`src/common/fcc_pkg.sv`:
```
// shared constants for the flag invert / compare datapath
package fcc_pkg;

	// apb register byte offsets
	localparam int FCC_ADDR_W = 8;
	localparam logic [7:0] FCC_OFS_INSTR = 8'h00;
	localparam logic [7:0] FCC_OFS_FLAGS = 8'h04;
	localparam logic [7:0] FCC_OFS_DST = 8'h08;
	localparam logic [7:0] FCC_OFS_SRC = 8'h0C;
	localparam logic [7:0] FCC_OFS_CMP = 8'h10;
	localparam logic [7:0] FCC_OFS_STATUS = 8'h14;

	// reset values
	localparam logic [7:0] FCC_FLAGS_RST = 8'h00;
	localparam logic [31:0] FCC_WORD_RST = 32'h0000_0000;
	localparam logic [15:0] FCC_INSTR_RST = 16'h0000;

	// flag invert instruction word: pattern and mask field
	localparam logic [7:0] FCC_INV_HI = 8'h8D;
	localparam logic [3:0] FCC_INV_LO = 4'h5;
	localparam int FCC_INSTR_W = 16;
	localparam int FCC_MASK_LSB = 4;
	localparam int FCC_MASK_W = 4;

	// flag register bit positions
	localparam int FCC_FLAGS_W = 8;
	localparam int FCC_FLG_C = 7;
	localparam int FCC_FLG_Z = 6;
	localparam int FCC_FLG_S = 5;
	localparam int FCC_FLG_PV = 4;
	localparam int FCC_FLG_D = 3;
	localparam int FCC_FLG_H = 2;

	// compare command field positions
	localparam int FCC_CMD_SIZE_LSB = 0;
	localparam int FCC_CMD_VAR_BIT = 2;
	localparam int FCC_CMD_MODE_LSB = 3;

	// operand widths of the three compare forms
	localparam int FCC_BYTE_W = 8;
	localparam int FCC_WORD_W = 16;
	localparam int FCC_LONG_W = 32;

	// pending operation
	typedef enum logic [1:0] {
		FCC_OP_IDLE = 2'b00,
		FCC_OP_INVERT = 2'b01,
		FCC_OP_CMP = 2'b10
	} fcc_op_e;

	// compare operand size
	typedef enum logic [1:0] {
		FCC_SZ_BYTE = 2'b00,
		FCC_SZ_WORD = 2'b01,
		FCC_SZ_LONG = 2'b10
	} fcc_size_e;

	// addressing mode of the operand named by the variant
	typedef enum logic [1:0] {
		FCC_MD_REG = 2'b00,
		FCC_MD_IMM = 2'b01,
		FCC_MD_IND = 2'b10,
		FCC_MD_EXT = 2'b11
	} fcc_mode_e;

endpackage

```
`src/hw/fcc_cmp.sv`:
```
`timescale 1ns/10ps
// destination minus source at one width, flags only
module fcc_cmp #(
	parameter int W = 8
) (
	// operands
	input wire logic [W-1:0] dst,
	input wire logic [W-1:0] src,
	// resulting flags
	output logic borrow,
	output logic zero,
	output logic sign,
	output logic ovf
);
	logic [W:0] sum;

	// two's complement of the source added to the destination
	assign sum = {1'b0, dst} + {1'b0, ~src} + {{W{1'b0}}, 1'b1};
	assign borrow = ~sum[W];
	assign zero = (sum[W-1:0] == '0);
	assign sign = sum[W-1];
	// operand signs differ and result sign departs from destination
	assign ovf = (dst[W-1] != src[W-1]) && (sum[W-1] != dst[W-1]);
endmodule // fcc_cmp

```
`src/hw/fcc_top.sv`:
```
// The placing of the registers and register access over APB were decided locally.
`timescale 1ns/10ps
// Behaviour
// - flag invert flips each of C, Z, S, P/V whose mask bit is one
// - invert word: high byte 8D, low nibble 5, bits 7:4 xor onto flags 7:4
// - invert touches no other flag bit, D and H included; no exception
// - parity and overflow are one shared flag bit
// - compare adds the source's two's complement to the destination
// - compare keeps both operands, writes no result, only sets flags
// - register compare: register destination, source by any of four modes
// - immediate compare: indirect or extended destination, immediate source
// - zero set on zero difference, sign set on negative difference
// - overflow set on signed overflow of the subtraction
// - carry cleared on carry out of top bit, set on borrow
module fcc_top
	import fcc_pkg::*;
(
	// clock and reset
	input wire logic pclk,
	input wire logic presetn,
	// apb slave
	input wire logic [FCC_ADDR_W-1:0] paddr,
	input wire logic psel,
	input wire logic penable,
	input wire logic pwrite,
	input wire logic [31:0] pwdata,
	output logic [31:0] prdata,
	output logic pready,
	output logic pslverr,
	// flag register and completion towards the core
	output logic [FCC_FLAGS_W-1:0] flags,
	output logic done
);
	// apb state
	logic pready_q, pready_d;
	logic pslverr_q, pslverr_d;
	logic [31:0] prdata_q, prdata_d;
	logic [31:0] rd_word;
	logic hit;
	logic commit;
	// operation state
	fcc_op_e op_q, op_d;
	fcc_op_e last_q, last_d;
	fcc_size_e size_q, size_d;
	fcc_mode_e mode_q, mode_d;
	logic var_q, var_d;
	logic bad_q, bad_d;
	logic [FCC_MASK_W-1:0] mask_q, mask_d;
	logic [FCC_INSTR_W-1:0] instr_q, instr_d;
	logic [31:0] dst_q, dst_d;
	logic [31:0] src_q, src_d;
	// flag state
	logic [FCC_FLAGS_W-1:0] flags_q, flags_d;
	logic done_q, done_d;
	// compare results per width
	logic b_bor, b_zero, b_sign, b_ovf;
	logic w_bor, w_zero, w_sign, w_ovf;
	logic l_bor, l_zero, l_sign, l_ovf;
	logic sel_bor, sel_zero, sel_sign, sel_ovf;
	logic cmd_ok;
	fcc_size_e cmd_size;
	fcc_mode_e cmd_mode;
	logic cmd_var;
	logic [31:0] diff_chk;

	// one datapath per operand width
	fcc_cmp #(.W(FCC_BYTE_W)) u_cmp_byte (
		.dst(dst_q[FCC_BYTE_W-1:0]),
		.src(src_q[FCC_BYTE_W-1:0]),
		.borrow(b_bor),
		.zero(b_zero),
		.sign(b_sign),
		.ovf(b_ovf)
	);
	fcc_cmp #(.W(FCC_WORD_W)) u_cmp_word (
		.dst(dst_q[FCC_WORD_W-1:0]),
		.src(src_q[FCC_WORD_W-1:0]),
		.borrow(w_bor),
		.zero(w_zero),
		.sign(w_sign),
		.ovf(w_ovf)
	);
	fcc_cmp #(.W(FCC_LONG_W)) u_cmp_long (
		.dst(dst_q),
		.src(src_q),
		.borrow(l_bor),
		.zero(l_zero),
		.sign(l_sign),
		.ovf(l_ovf)
	);

	// pick the flags of the selected width
	always_comb begin
		sel_bor = 1'b0;
		sel_zero = 1'b0;
		sel_sign = 1'b0;
		sel_ovf = 1'b0;
		unique case (size_q)
			FCC_SZ_BYTE: begin
				{sel_bor, sel_zero, sel_sign, sel_ovf} = {b_bor, b_zero, b_sign, b_ovf};
			end
			FCC_SZ_WORD: begin
				{sel_bor, sel_zero, sel_sign, sel_ovf} = {w_bor, w_zero, w_sign, w_ovf};
			end
			FCC_SZ_LONG: begin
				{sel_bor, sel_zero, sel_sign, sel_ovf} = {l_bor, l_zero, l_sign, l_ovf};
			end
			default: begin
				sel_bor = 1'b0;
			end
		endcase
	end

	// register read mux and address decode
	always_comb begin
		rd_word = FCC_WORD_RST;
		hit = 1'b1;
		case (paddr)
			FCC_OFS_INSTR: rd_word[FCC_INSTR_W-1:0] = instr_q;
			FCC_OFS_FLAGS: rd_word[FCC_FLAGS_W-1:0] = flags_q;
			FCC_OFS_DST: rd_word = dst_q;
			FCC_OFS_SRC: rd_word = src_q;
			FCC_OFS_CMP: rd_word[FCC_CMD_MODE_LSB+1:0] = {mode_q, var_q, size_q};
			FCC_OFS_STATUS: rd_word[2:0] = {last_q, bad_q};
			default: hit = 1'b0;
		endcase
	end

	// apb answer: one wait state, then pready with data
	always_comb begin
		pready_d = psel & penable & ~pready_q;
		pslverr_d = 1'b0;
		prdata_d = prdata_q;
		if (pready_d) begin
			pslverr_d = ~hit;
			prdata_d = rd_word;
		end
	end
	assign commit = psel & penable & pready_q & pwrite & hit;

	// compare command fields and their legality
	always_comb begin
		cmd_size = fcc_size_e'(pwdata[FCC_CMD_SIZE_LSB+1:FCC_CMD_SIZE_LSB]);
		cmd_var = pwdata[FCC_CMD_VAR_BIT];
		cmd_mode = fcc_mode_e'(pwdata[FCC_CMD_MODE_LSB+1:FCC_CMD_MODE_LSB]);
		cmd_ok = (cmd_size == FCC_SZ_BYTE) || (cmd_size == FCC_SZ_WORD)
			|| (cmd_size == FCC_SZ_LONG);
		// register compare takes any source mode
		// immediate compare needs an indirect or extended destination
		if (cmd_var && !(cmd_mode == FCC_MD_IND || cmd_mode == FCC_MD_EXT)) begin
			cmd_ok = 1'b0;
		end
	end

	// command decode and operand registers
	always_comb begin
		op_d = FCC_OP_IDLE;
		last_d = last_q;
		size_d = size_q;
		mode_d = mode_q;
		var_d = var_q;
		bad_d = bad_q;
		mask_d = mask_q;
		instr_d = instr_q;
		dst_d = dst_q;
		src_d = src_q;
		if (op_q != FCC_OP_IDLE) begin
			last_d = op_q;
		end
		if (commit) begin
			unique case (paddr)
				FCC_OFS_INSTR: begin
					instr_d = pwdata[FCC_INSTR_W-1:0];
					if (pwdata[15:8] == FCC_INV_HI && pwdata[3:0] == FCC_INV_LO) begin
						op_d = FCC_OP_INVERT;
						mask_d = pwdata[FCC_MASK_LSB+FCC_MASK_W-1:FCC_MASK_LSB];
						bad_d = 1'b0;
					end else begin
						bad_d = 1'b1;
					end
				end
				FCC_OFS_DST: dst_d = pwdata;
				FCC_OFS_SRC: src_d = pwdata;
				FCC_OFS_CMP: begin
					if (cmd_ok) begin
						op_d = FCC_OP_CMP;
						size_d = cmd_size;
						mode_d = cmd_mode;
						var_d = cmd_var;
						bad_d = 1'b0;
					end else begin
						bad_d = 1'b1;
					end
				end
				default: begin
					bad_d = bad_q;
				end
			endcase
		end
	end

	// flag register update; compare never touches dst or src
	always_comb begin
		flags_d = flags_q;
		done_d = 1'b0;
		unique case (op_q)
			FCC_OP_IDLE: begin
				if (commit && paddr == FCC_OFS_FLAGS) begin
					flags_d = pwdata[FCC_FLAGS_W-1:0];
				end
			end
			FCC_OP_INVERT: begin
				// p/v is one bit, so either name flips the same bit
				flags_d[FCC_FLG_C:FCC_FLG_PV] = flags_q[FCC_FLG_C:FCC_FLG_PV] ^ mask_q;
				done_d = 1'b1;
			end
			FCC_OP_CMP: begin
				flags_d[FCC_FLG_C] = sel_bor;
				flags_d[FCC_FLG_Z] = sel_zero;
				flags_d[FCC_FLG_S] = sel_sign;
				flags_d[FCC_FLG_PV] = sel_ovf;
				done_d = 1'b1;
			end
			default: begin
				flags_d = flags_q;
			end
		endcase
	end

	// all state registers
	always_ff @(posedge pclk or negedge presetn) begin
		if (!presetn) begin
			pready_q <= 1'b0;
			pslverr_q <= 1'b0;
			prdata_q <= FCC_WORD_RST;
			op_q <= FCC_OP_IDLE;
			last_q <= FCC_OP_IDLE;
			size_q <= FCC_SZ_BYTE;
			mode_q <= FCC_MD_REG;
			var_q <= 1'b0;
			bad_q <= 1'b0;
			mask_q <= '0;
			instr_q <= FCC_INSTR_RST;
			dst_q <= FCC_WORD_RST;
			src_q <= FCC_WORD_RST;
			flags_q <= FCC_FLAGS_RST;
			done_q <= 1'b0;
		end else begin
			pready_q <= pready_d;
			pslverr_q <= pslverr_d;
			prdata_q <= prdata_d;
			op_q <= op_d;
			last_q <= last_d;
			size_q <= size_d;
			mode_q <= mode_d;
			var_q <= var_d;
			bad_q <= bad_d;
			mask_q <= mask_d;
			instr_q <= instr_d;
			dst_q <= dst_d;
			src_q <= src_d;
			flags_q <= flags_d;
			done_q <= done_d;
		end
	end

	// outputs straight from flops
	assign prdata = prdata_q;
	assign pready = pready_q;
	assign pslverr = pslverr_q;
	assign flags = flags_q;
	assign done = done_q;

	// reference difference for checking
	assign diff_chk = dst_q - src_q;

	property p_inv_flip;
		@(posedge pclk) disable iff (!presetn)
		op_q == FCC_OP_INVERT |=> flags_q[FCC_FLG_C:FCC_FLG_PV]
			== ($past(flags_q[FCC_FLG_C:FCC_FLG_PV]) ^ $past(mask_q));
	endproperty
	a_inv_flip: assert property (p_inv_flip) else $error("masked flags not inverted");

	property p_decode;
		@(posedge pclk) disable iff (!presetn)
		commit && paddr == FCC_OFS_INSTR && pwdata[15:8] == FCC_INV_HI
			&& pwdata[3:0] == FCC_INV_LO |=> op_q == FCC_OP_INVERT ##1 done_q;
	endproperty
	a_decode: assert property (p_decode) else $error("invert word not decoded");

	property p_low_keep;
		@(posedge pclk) disable iff (!presetn)
		op_q != FCC_OP_IDLE |=> flags_q[FCC_FLG_D:0] == $past(flags_q[FCC_FLG_D:0]);
	endproperty
	a_low_keep: assert property (p_low_keep) else $error("d or h flag disturbed");

	property p_pv_shared;
		@(posedge pclk) disable iff (!presetn)
		op_q == FCC_OP_INVERT && mask_q[0] |=> flags_q[FCC_FLG_PV] != $past(flags_q[FCC_FLG_PV]);
	endproperty
	a_pv_shared: assert property (p_pv_shared) else $error("p/v bit not flipped");

	property p_sub_byte;
		@(posedge pclk) disable iff (!presetn)
		op_q == FCC_OP_CMP && size_q == FCC_SZ_BYTE |=>
			flags_q[FCC_FLG_S] == $past(diff_chk[7]) && flags_q[FCC_FLG_Z] == ($past(diff_chk[7:0]) == '0);
	endproperty
	a_sub_byte: assert property (p_sub_byte) else $error("byte compare flags wrong");

	property p_keep_ops;
		@(posedge pclk) disable iff (!presetn)
		op_q == FCC_OP_CMP |=> dst_q == $past(dst_q) && src_q == $past(src_q) && done_q;
	endproperty
	a_keep_ops: assert property (p_keep_ops) else $error("compare altered an operand");

	property p_zero_long;
		@(posedge pclk) disable iff (!presetn)
		op_q == FCC_OP_CMP && size_q == FCC_SZ_LONG |=>
			flags_q[FCC_FLG_Z] == ($past(dst_q) == $past(src_q))
			&& flags_q[FCC_FLG_S] == $past(diff_chk[31]);
	endproperty
	a_zero_long: assert property (p_zero_long) else $error("long zero or sign wrong");

	property p_ovf_long;
		@(posedge pclk) disable iff (!presetn)
		op_q == FCC_OP_CMP && size_q == FCC_SZ_LONG |=> flags_q[FCC_FLG_PV]
			== ($past(dst_q[31]) != $past(src_q[31]) && $past(diff_chk[31]) != $past(dst_q[31]));
	endproperty
	a_ovf_long: assert property (p_ovf_long) else $error("long overflow wrong");

	property p_carry_long;
		@(posedge pclk) disable iff (!presetn)
		op_q == FCC_OP_CMP && size_q == FCC_SZ_LONG |=>
			flags_q[FCC_FLG_C] == ($past(dst_q) < $past(src_q));
	endproperty
	a_carry_long: assert property (p_carry_long) else $error("long borrow wrong");

	property p_word_sign;
		@(posedge pclk) disable iff (!presetn)
		op_q == FCC_OP_CMP && size_q == FCC_SZ_WORD |=>
			flags_q[FCC_FLG_S] == $past(diff_chk[15])
			&& flags_q[FCC_FLG_C] == ($past(dst_q[15:0]) < $past(src_q[15:0]));
	endproperty
	a_word_sign: assert property (p_word_sign) else $error("word sign or borrow wrong");

	property p_imm_mode;
		@(posedge pclk) disable iff (!presetn)
		commit && paddr == FCC_OFS_CMP && pwdata[FCC_CMD_VAR_BIT]
			&& !pwdata[FCC_CMD_MODE_LSB+1] |=> op_q == FCC_OP_IDLE && bad_q;
	endproperty
	a_imm_mode: assert property (p_imm_mode) else $error("bad immediate compare taken");

	property p_reg_mode;
		@(posedge pclk) disable iff (!presetn)
		commit && paddr == FCC_OFS_CMP && !pwdata[FCC_CMD_VAR_BIT]
			&& pwdata[1:0] != 2'h3 |=> op_q == FCC_OP_CMP ##1 done_q;
	endproperty
	a_reg_mode: assert property (p_reg_mode) else $error("register compare refused");

endmodule // fcc_top

```
`config.mk`:
```
export PLATFORM = sky130hd
export DESIGN_NAME = fcc_top
export DESIGN_NICKNAME = d
export VERILOG_FILES = /design/src/common/fcc_pkg.sv /design/src/hw/fcc_cmp.sv /design/src/hw/fcc_top.sv
export SDC_FILE = /design/constraint.sdc
export NUM_CORES = 1
export LEC_CHECK = 0
export BUFFER_PORTS_ARGS = -buffer_cell sky130_fd_sc_hd__buf_2
export CAP_MARGIN = 20
export CELL_PAD_IN_SITES_DETAIL_PLACEMENT = 1
export CELL_PAD_IN_SITES_GLOBAL_PLACEMENT = 1
export CORE_UTILIZATION = 30
export CTS_CLUSTER_DIAMETER = 50
export DETAILED_ROUTE_END_ITERATION = 6
export PLACE_DENSITY_LB_ADDON = 0.25
export SLEW_MARGIN = 10
export SYNTH_ARGS = -nofsm -noshare
export SYNTH_HDL_FRONTEND = slang
export SYNTH_SLANG_ARGS = --single-unit
export TNS_END_PERCENT = 50
```
`constraint.sdc`:
```
create_clock -name pclk -period 3.9 [get_ports pclk]
set_input_delay 0.39 -clock pclk [delete_from_list [all_inputs] [get_ports pclk]]
set_output_delay 0.39 -clock pclk [all_outputs]
set_load 0.05 [all_outputs]
```
# --- Word level (Yosys, flattened, before mapping) ---
# Index checks and enable logic that the tools add are counted.
word_totals:
  input_bits: 45
  elab_cells: 110
  output_inout_bits: 43
  reg_bits: 137
classes:
  eq_ne: 22
  n_addsub: 6
  mux: 22
  bitwise_logic: 14
  reduce_logical: 30
ops:
  columns: ["op", "n"]
  rows:
  - ["adder 32 x 32 -> 33 bit", 1]
  - ["adder 33 x 1 -> 33 bit, second input constant", 1]
  - ["zero test 32 bit", 1]
  - ["NOT 32 bit", 1]
  - ["case mux 16 bit (2 select lines)", 1]
  - ["case mux 8 bit (3 select lines)", 1]
  - ["case mux 3 bit (6 select lines)", 1]
  - ["adder 16 x 16 -> 17 bit", 1]
  - ["adder 17 x 1 -> 17 bit, second input constant", 1]
  - ["== test 8 x 4 -> 1 bit, second input constant", 2]
  - ["== test 8 x 5 -> 1 bit, second input constant", 2]
  - ["zero test 16 bit", 1]
  - ["zero test 8 bit", 2]
  - ["NOT 16 bit", 1]
  - ["case mux 1 bit (3 select lines)", 4]
  - ["case mux 3 bit (4 select lines)", 1]
  - ["case mux 4 bit (3 select lines)", 1]
  - ["AND reduction 2 bit", 6]
  - ["== test 2 bit, second input constant", 5]
  - ["case mux 2 bit (5 select lines)", 1]
  - ["adder 8 x 8 -> 9 bit", 1]
  - ["adder 9 x 1 -> 9 bit, second input constant", 1]
  - ["== test 8 x 3 -> 1 bit, second input constant", 1]
  - ["== test 8 bit, second input constant", 1]
  - ["other kinds (22)", 55]

# --- Logic depth before layout (Yosys ltp) ---
depth:
  word_depth: 8
  depth_mapped: 13
  ltp_nobuf: 12

# --- Cells and area by module ---
# A second synthesis with hierarchy kept.
hier_totals:
  hier_cells: 987
  area_unflattened_um2: 9653.0
by_module_without_submodules:
  columns: ["mod", "n_inst", "seq_area_each_um2", "area_each_um2", "cells_each"]
  rows:
  - ["fcc_top", 1, 3428.3, 6231.0, 480]
  - ["fcc_cmp at u_cmp_long", 1, 0.0, 2142.1, 322]
  - ["fcc_cmp at u_cmp_word", 1, 0.0, 900.9, 133]
  - ["fcc_cmp at u_cmp_byte", 1, 0.0, 379.1, 52]

# --- Worst setup path before layout ---
# No wires, ideal clock.
synth_timing:
  path_kind: "register to register"
  start: "reg dst_q[4]"
  end: "reg flags_q[6], in the netlist flags[6]"
  arrival_ns: 3.000
  path_slack_ns: 0.796
  period_less_slack_ns: 3.104
  setup_ns: 0.104
  n_path_buf: 0
  stages_incl_launch_ff: 12
  t_required_ns: 3.796
  cell_sequence: "dfrtp_1 > ha_1 > and2_2 > o2111ai_1 > o21a_1 > a311oi_1 > a21oi_1 > xnor2_1 > or4_4 > nor3_2 > nand3_1 > o41ai_2"
synth_via:
  elab_chain_cells: 5
  word_cells_on_any_way: 11
  cone_classes: "add/sub: 6; mux: 2; reduce/logical: 3"
synth_rtl:
  columns: ["element", "line", "source"]
  rows:
  - ["start: declaration", "fcc_top.sv:50", "logic [31:0] dst_q, dst_d;"]
  - ["start signal: assignment", "fcc_top.sv:260", "dst_q <= dst_d;"]
  - ["adder 32 x 32 -> 33 bit, or another cell as far along", "fcc_cmp.sv:18", "assign sum = {1'b0, dst} + {1'b0, ~src} + {{W{1'b0}}, 1'b1};"]
  - ["adder 33 x 1 -> 33 bit, or another cell as far along", "fcc_cmp.sv:18", null]
  - ["zero test 32 bit, or another cell as far along", "fcc_cmp.sv:20", "assign zero = (sum[W-1:0] == '0);"]
  - ["case mux 1 bit (3 select lines) *", "fcc_top.sv:98", "unique case (size_q)"]
  - ["case mux 4 bit (3 select lines) *", "fcc_top.sv:206", "unique case (op_q)"]
  - ["end signal: assignment", "fcc_top.sv:262", "flags_q <= flags_d;"]
  - ["end: declaration", "fcc_top.sv:53", "logic [FCC_FLAGS_W-1:0] flags_q, flags_d;"]
# Mark *: on every way between the ends. The rest lies on a longest branch, timed or not.
# A chain may end at the register's enable or synchronous reset.

# --- Worst setup path in the final report ---
layout_timing:
  start: "reg src_q[4]"
  end: "reg flags_q[6], in the netlist flags[6]"
layout_via:
  elab_chain_cells: 6
  word_cells_on_any_way: 14
  cone_classes: "add/sub: 6; mux: 2; bitwise: 3; reduce/logical: 3"
layout_rtl:
  columns: ["element", "line", "source"]
  rows:
  - ["start: declaration", "fcc_top.sv:51", "logic [31:0] src_q, src_d;"]
  - ["start signal: assignment", "fcc_top.sv:261", "src_q <= src_d;"]
  - ["NOT 32 bit, or another cell as far along", "fcc_cmp.sv:18", null]
  - ["adder 32 x 32 -> 33 bit, or another cell as far along", "fcc_cmp.sv:18", null]
  - ["adder 33 x 1 -> 33 bit, or another cell as far along", "fcc_cmp.sv:18", null]
  - ["zero test 32 bit, or another cell as far along", "fcc_cmp.sv:20", null]
  - ["case mux 1 bit (3 select lines) *", "fcc_top.sv:98", null]
  - ["case mux 4 bit (3 select lines) *", "fcc_top.sv:206", null]
# Marks and branches as above.

==> run summary <==
Clk root buf: clkbuf_16
Min-delay worst type: input port to asynchronous set/reset pin
Final setup TNS: 0 ns
CTS tree: done
Area of the multi-input gates: 4270 um^2
Final #Nets: 954
Remaining DRCs: 13
Post-synthesis sequential area ratio: 0.427
Largest net degree at the start of global routing: 90
Post-CTS setup buffers: 0
Post-synth top area cell: dfrtp_1
Die Width: 166 um
Final hold violations: 0
Inserted Clock Buffers: 17
Final WL: 24000 um
Top delay family on crit path: compound AO/OA/AOI/OAI gates
Antenna cells: 0
Worst-path fanout max: 5
1st-pass router iterations: 7
Data required, critical path: 4.22 ns
Yosys reg bits: 137
GRT Residual Overflow: 0
Max clock buf depth: 2
Worst path depth: 12
Aggregate global-route resource usage: 0.182
Setup violators final: 0
Status: finished, violations left
Core area: 26100 um^2
Placer Congestion: 0.832
Slowest cell on crit path: or4_4
Post-Syn Nets: 873
Max cap viols: 0
Tightest Pin Transition: 0.868 ns
Area share of the largest cell type after synthesis: 0.427
DR WL/cell: 19.6 um
Vias: 6304
ANT nets after route: 0
Total power draw: 3.30 mW
First-pass GRT wire length: 38800 um
Worst rel slew slack: 0.422
Vias in the first global route: 6736
Initial antenna violation count: 0
Peak VDD IR: 0.208 mV
Layout cells sized above 1: 0.266
Initial core utilization: 0.308
Hpwl dp: 17600 um
Sequential Area: 3430 um^2
RSZ-0062 raised after global routing: false
Clk_lat worst skew: 0.43 ns
CTS Hold Buffers Added: 0
Post-synth cell types: 73
Worst path max stage delay: 0.55 ns
Post_cts resized: 0
PwrDens: 347 nW/um^2
Critical path, cell by cell: inv_1 > ha_1 > and2_2 > o2111ai_1 > o21a_1 > a311oi_1 > a21oi_1 > xnor2_1 > or4_4 > nor3_2 > nand3_1 > o41ai_2
Syn-to-layout area delta: 18.2%
Crit path capture type: flop
Final period util: 0.899
Commonest cells post-synth: dfrtp_1 (137), nand2_1 (90), mux2_2 (82)
WS Path Type: flop to flop
Dominant synthesized flop cell: dfrtp_1
IO Pins: 88
Async S/R FF share, synth: 1.00
Synth Instances: 793
IO buf count: 87
Final Critical Period: 3.50 ns
FILL cells: 3005
Setup Skew: 0.0158 ns
Top cells by area, synth: dfrtp_1 (43%), mux2_2 (11%), ha_1 (5.4%), nand2_1 (4.2%), o21ai_0 (3.9%)
Post-synth EDFFs: 0
Die area: 27400 um^2
Failing checks: design-rule violations
Leakage power: 4.59 nW
Arr. time, crit path: 3.82 ns
Mapped Area: 8040 um^2
YS warnings: 0
R2R cell count: 12
Max Clk Rate: 0.285 GHz
CP Launch Type: flop
Htree depth: 4
Buf+Inv Stages, Crit Path: 1
Max Slew Vio Count: 0
Clock sink total: 137
Die Ht: 166 um
Via density: 5.16
DRT iter0 DRCs: 360
Syn Area/Cell: 10.1 um^2
Cell with the most instances after synthesis: dfrtp_1
Worst-path clk slew: 0.07 ns
Num rows: 59
[layout make-up]
class | count | share of cell area
multi-input combinational | 572 | 0.449
inverter | 46 | 0.0182
clock inverter | 7 | 0.0146
tap | 335 | 0.0441
timing repair buffer | 100 | 0.0620
sequential | 137 | 0.361
clock buffer | 25 | 0.0511
[per-layer routing]
metal | vias up | track usage | wire [um] | share of wire
li1 | 3023 | - | - | -
met1 | 3168 | 0.244 | 11400 | 0.48
met2 | 95 | 0.306 | 11600 | 0.49
met3 | 18 | 0.0296 | 625 | 0.026
met4 | 0 | 0.0451 | 263 | 0.011
met5 | - | 0 | 0 | 0
[layout by cell type, fill, tap and decap left out, drive strengths merged, types with 5 or more instances in the layout]
cell type / synthesis / layout
nor3: 15 / 15
a21oi: 45 / 45
nor2b: 7 / 7
clkbuf: 30 / 25
a211oi: 7 / 7
nand2b: 7 / 7
o21ai: 65 / 65
a2111oi: 5 / 5
ha: 35 / 35
nor2: 33 / 33
buf: 8 / 100
and2: 7 / 7
a22oi: 17 / 17
a21o: 7 / 7
xor2: 14 / 14
and3: 5 / 5
nand4: 8 / 8
mux2: 82 / 82
nand2: 91 / 91
xnor2: 13 / 13
nand3: 13 / 13
a22o: 8 / 8
mux2i: 17 / 17
mux4: 7 / 7
dfrtp: 137 / 137
inv: 46 / 46
[logic make-up after synthesis]
kind of cell             Yosys count  synth area share
multiplexers                     106             0.156
XOR/XNOR                          27            0.0294
AO/OA/AOI/OAI                    198             0.166
flip-flops                       137             0.427
adder cells (fa/ha/maj)           35            0.0545
buffers and inverters             84            0.0422
AND/OR/NAND/NOR                  206             0.125
[power by group]
part | internal [mW] | total [mW] | switching [mW]
clock | 1.12 | 1.74 | 0.620
combinational | 0.0380 | 0.133 | 0.0949
sequential | 1.42 | 1.43 | 0.00227
[worst paths after layout]
kind	endpoint	start	slack, ns
worst max register to register	flags[6]$_DFFE_PN0P_	src_q[4]$_DFFE_PN0P_	0.40
min in group pclk	instr_q[2]$_DFFE_PN0P_	pwdata[2]	0.21
worst max-delay path	flags[6]$_DFFE_PN0P_	src_q[4]$_DFFE_PN0P_	0.40
max in group asynchronous	dst_q[14]$_DFFE_PN0P_	presetn	3.06
worst min register to register	prdata[25]$_DFFE_PN0P_	prdata[25]$_DFFE_PN0P_	0.47
worst min-delay path	prdata[5]$_DFFE_PN0P_	presetn	0.05
[per-stage QoR]
step | cells | util | instance area, um^2 | hold WS, ns | worst slack, ns
floorplan | 793 | - | 8040 | 0.0944 | 0.796
global placement | 1190 | 0.340 | 8880 | 0.455 | 0.433
detailed placement | 1190 | 0.340 | 8880 | 0.465 | 0.425
CTS | 1222 | 0.364 | 9500 | 0.0869 | 0.414
global route | 1222 | 0.364 | 9500 | 0.121 | 0.208
finish | 1222 | 0.364 | 9500 | 0.0466 | 0.395
[state kept, by name, indices dropped and copies added, names as in the netlist, 2 cells and up]
register  cells
dst_q        32
prdata       32
src_q        32
instr_q      16
flags         8
mask_q        4
last_q        2
mode_q        2
op_q          2
size_q        2
Power figures use the tool's default switching activity.
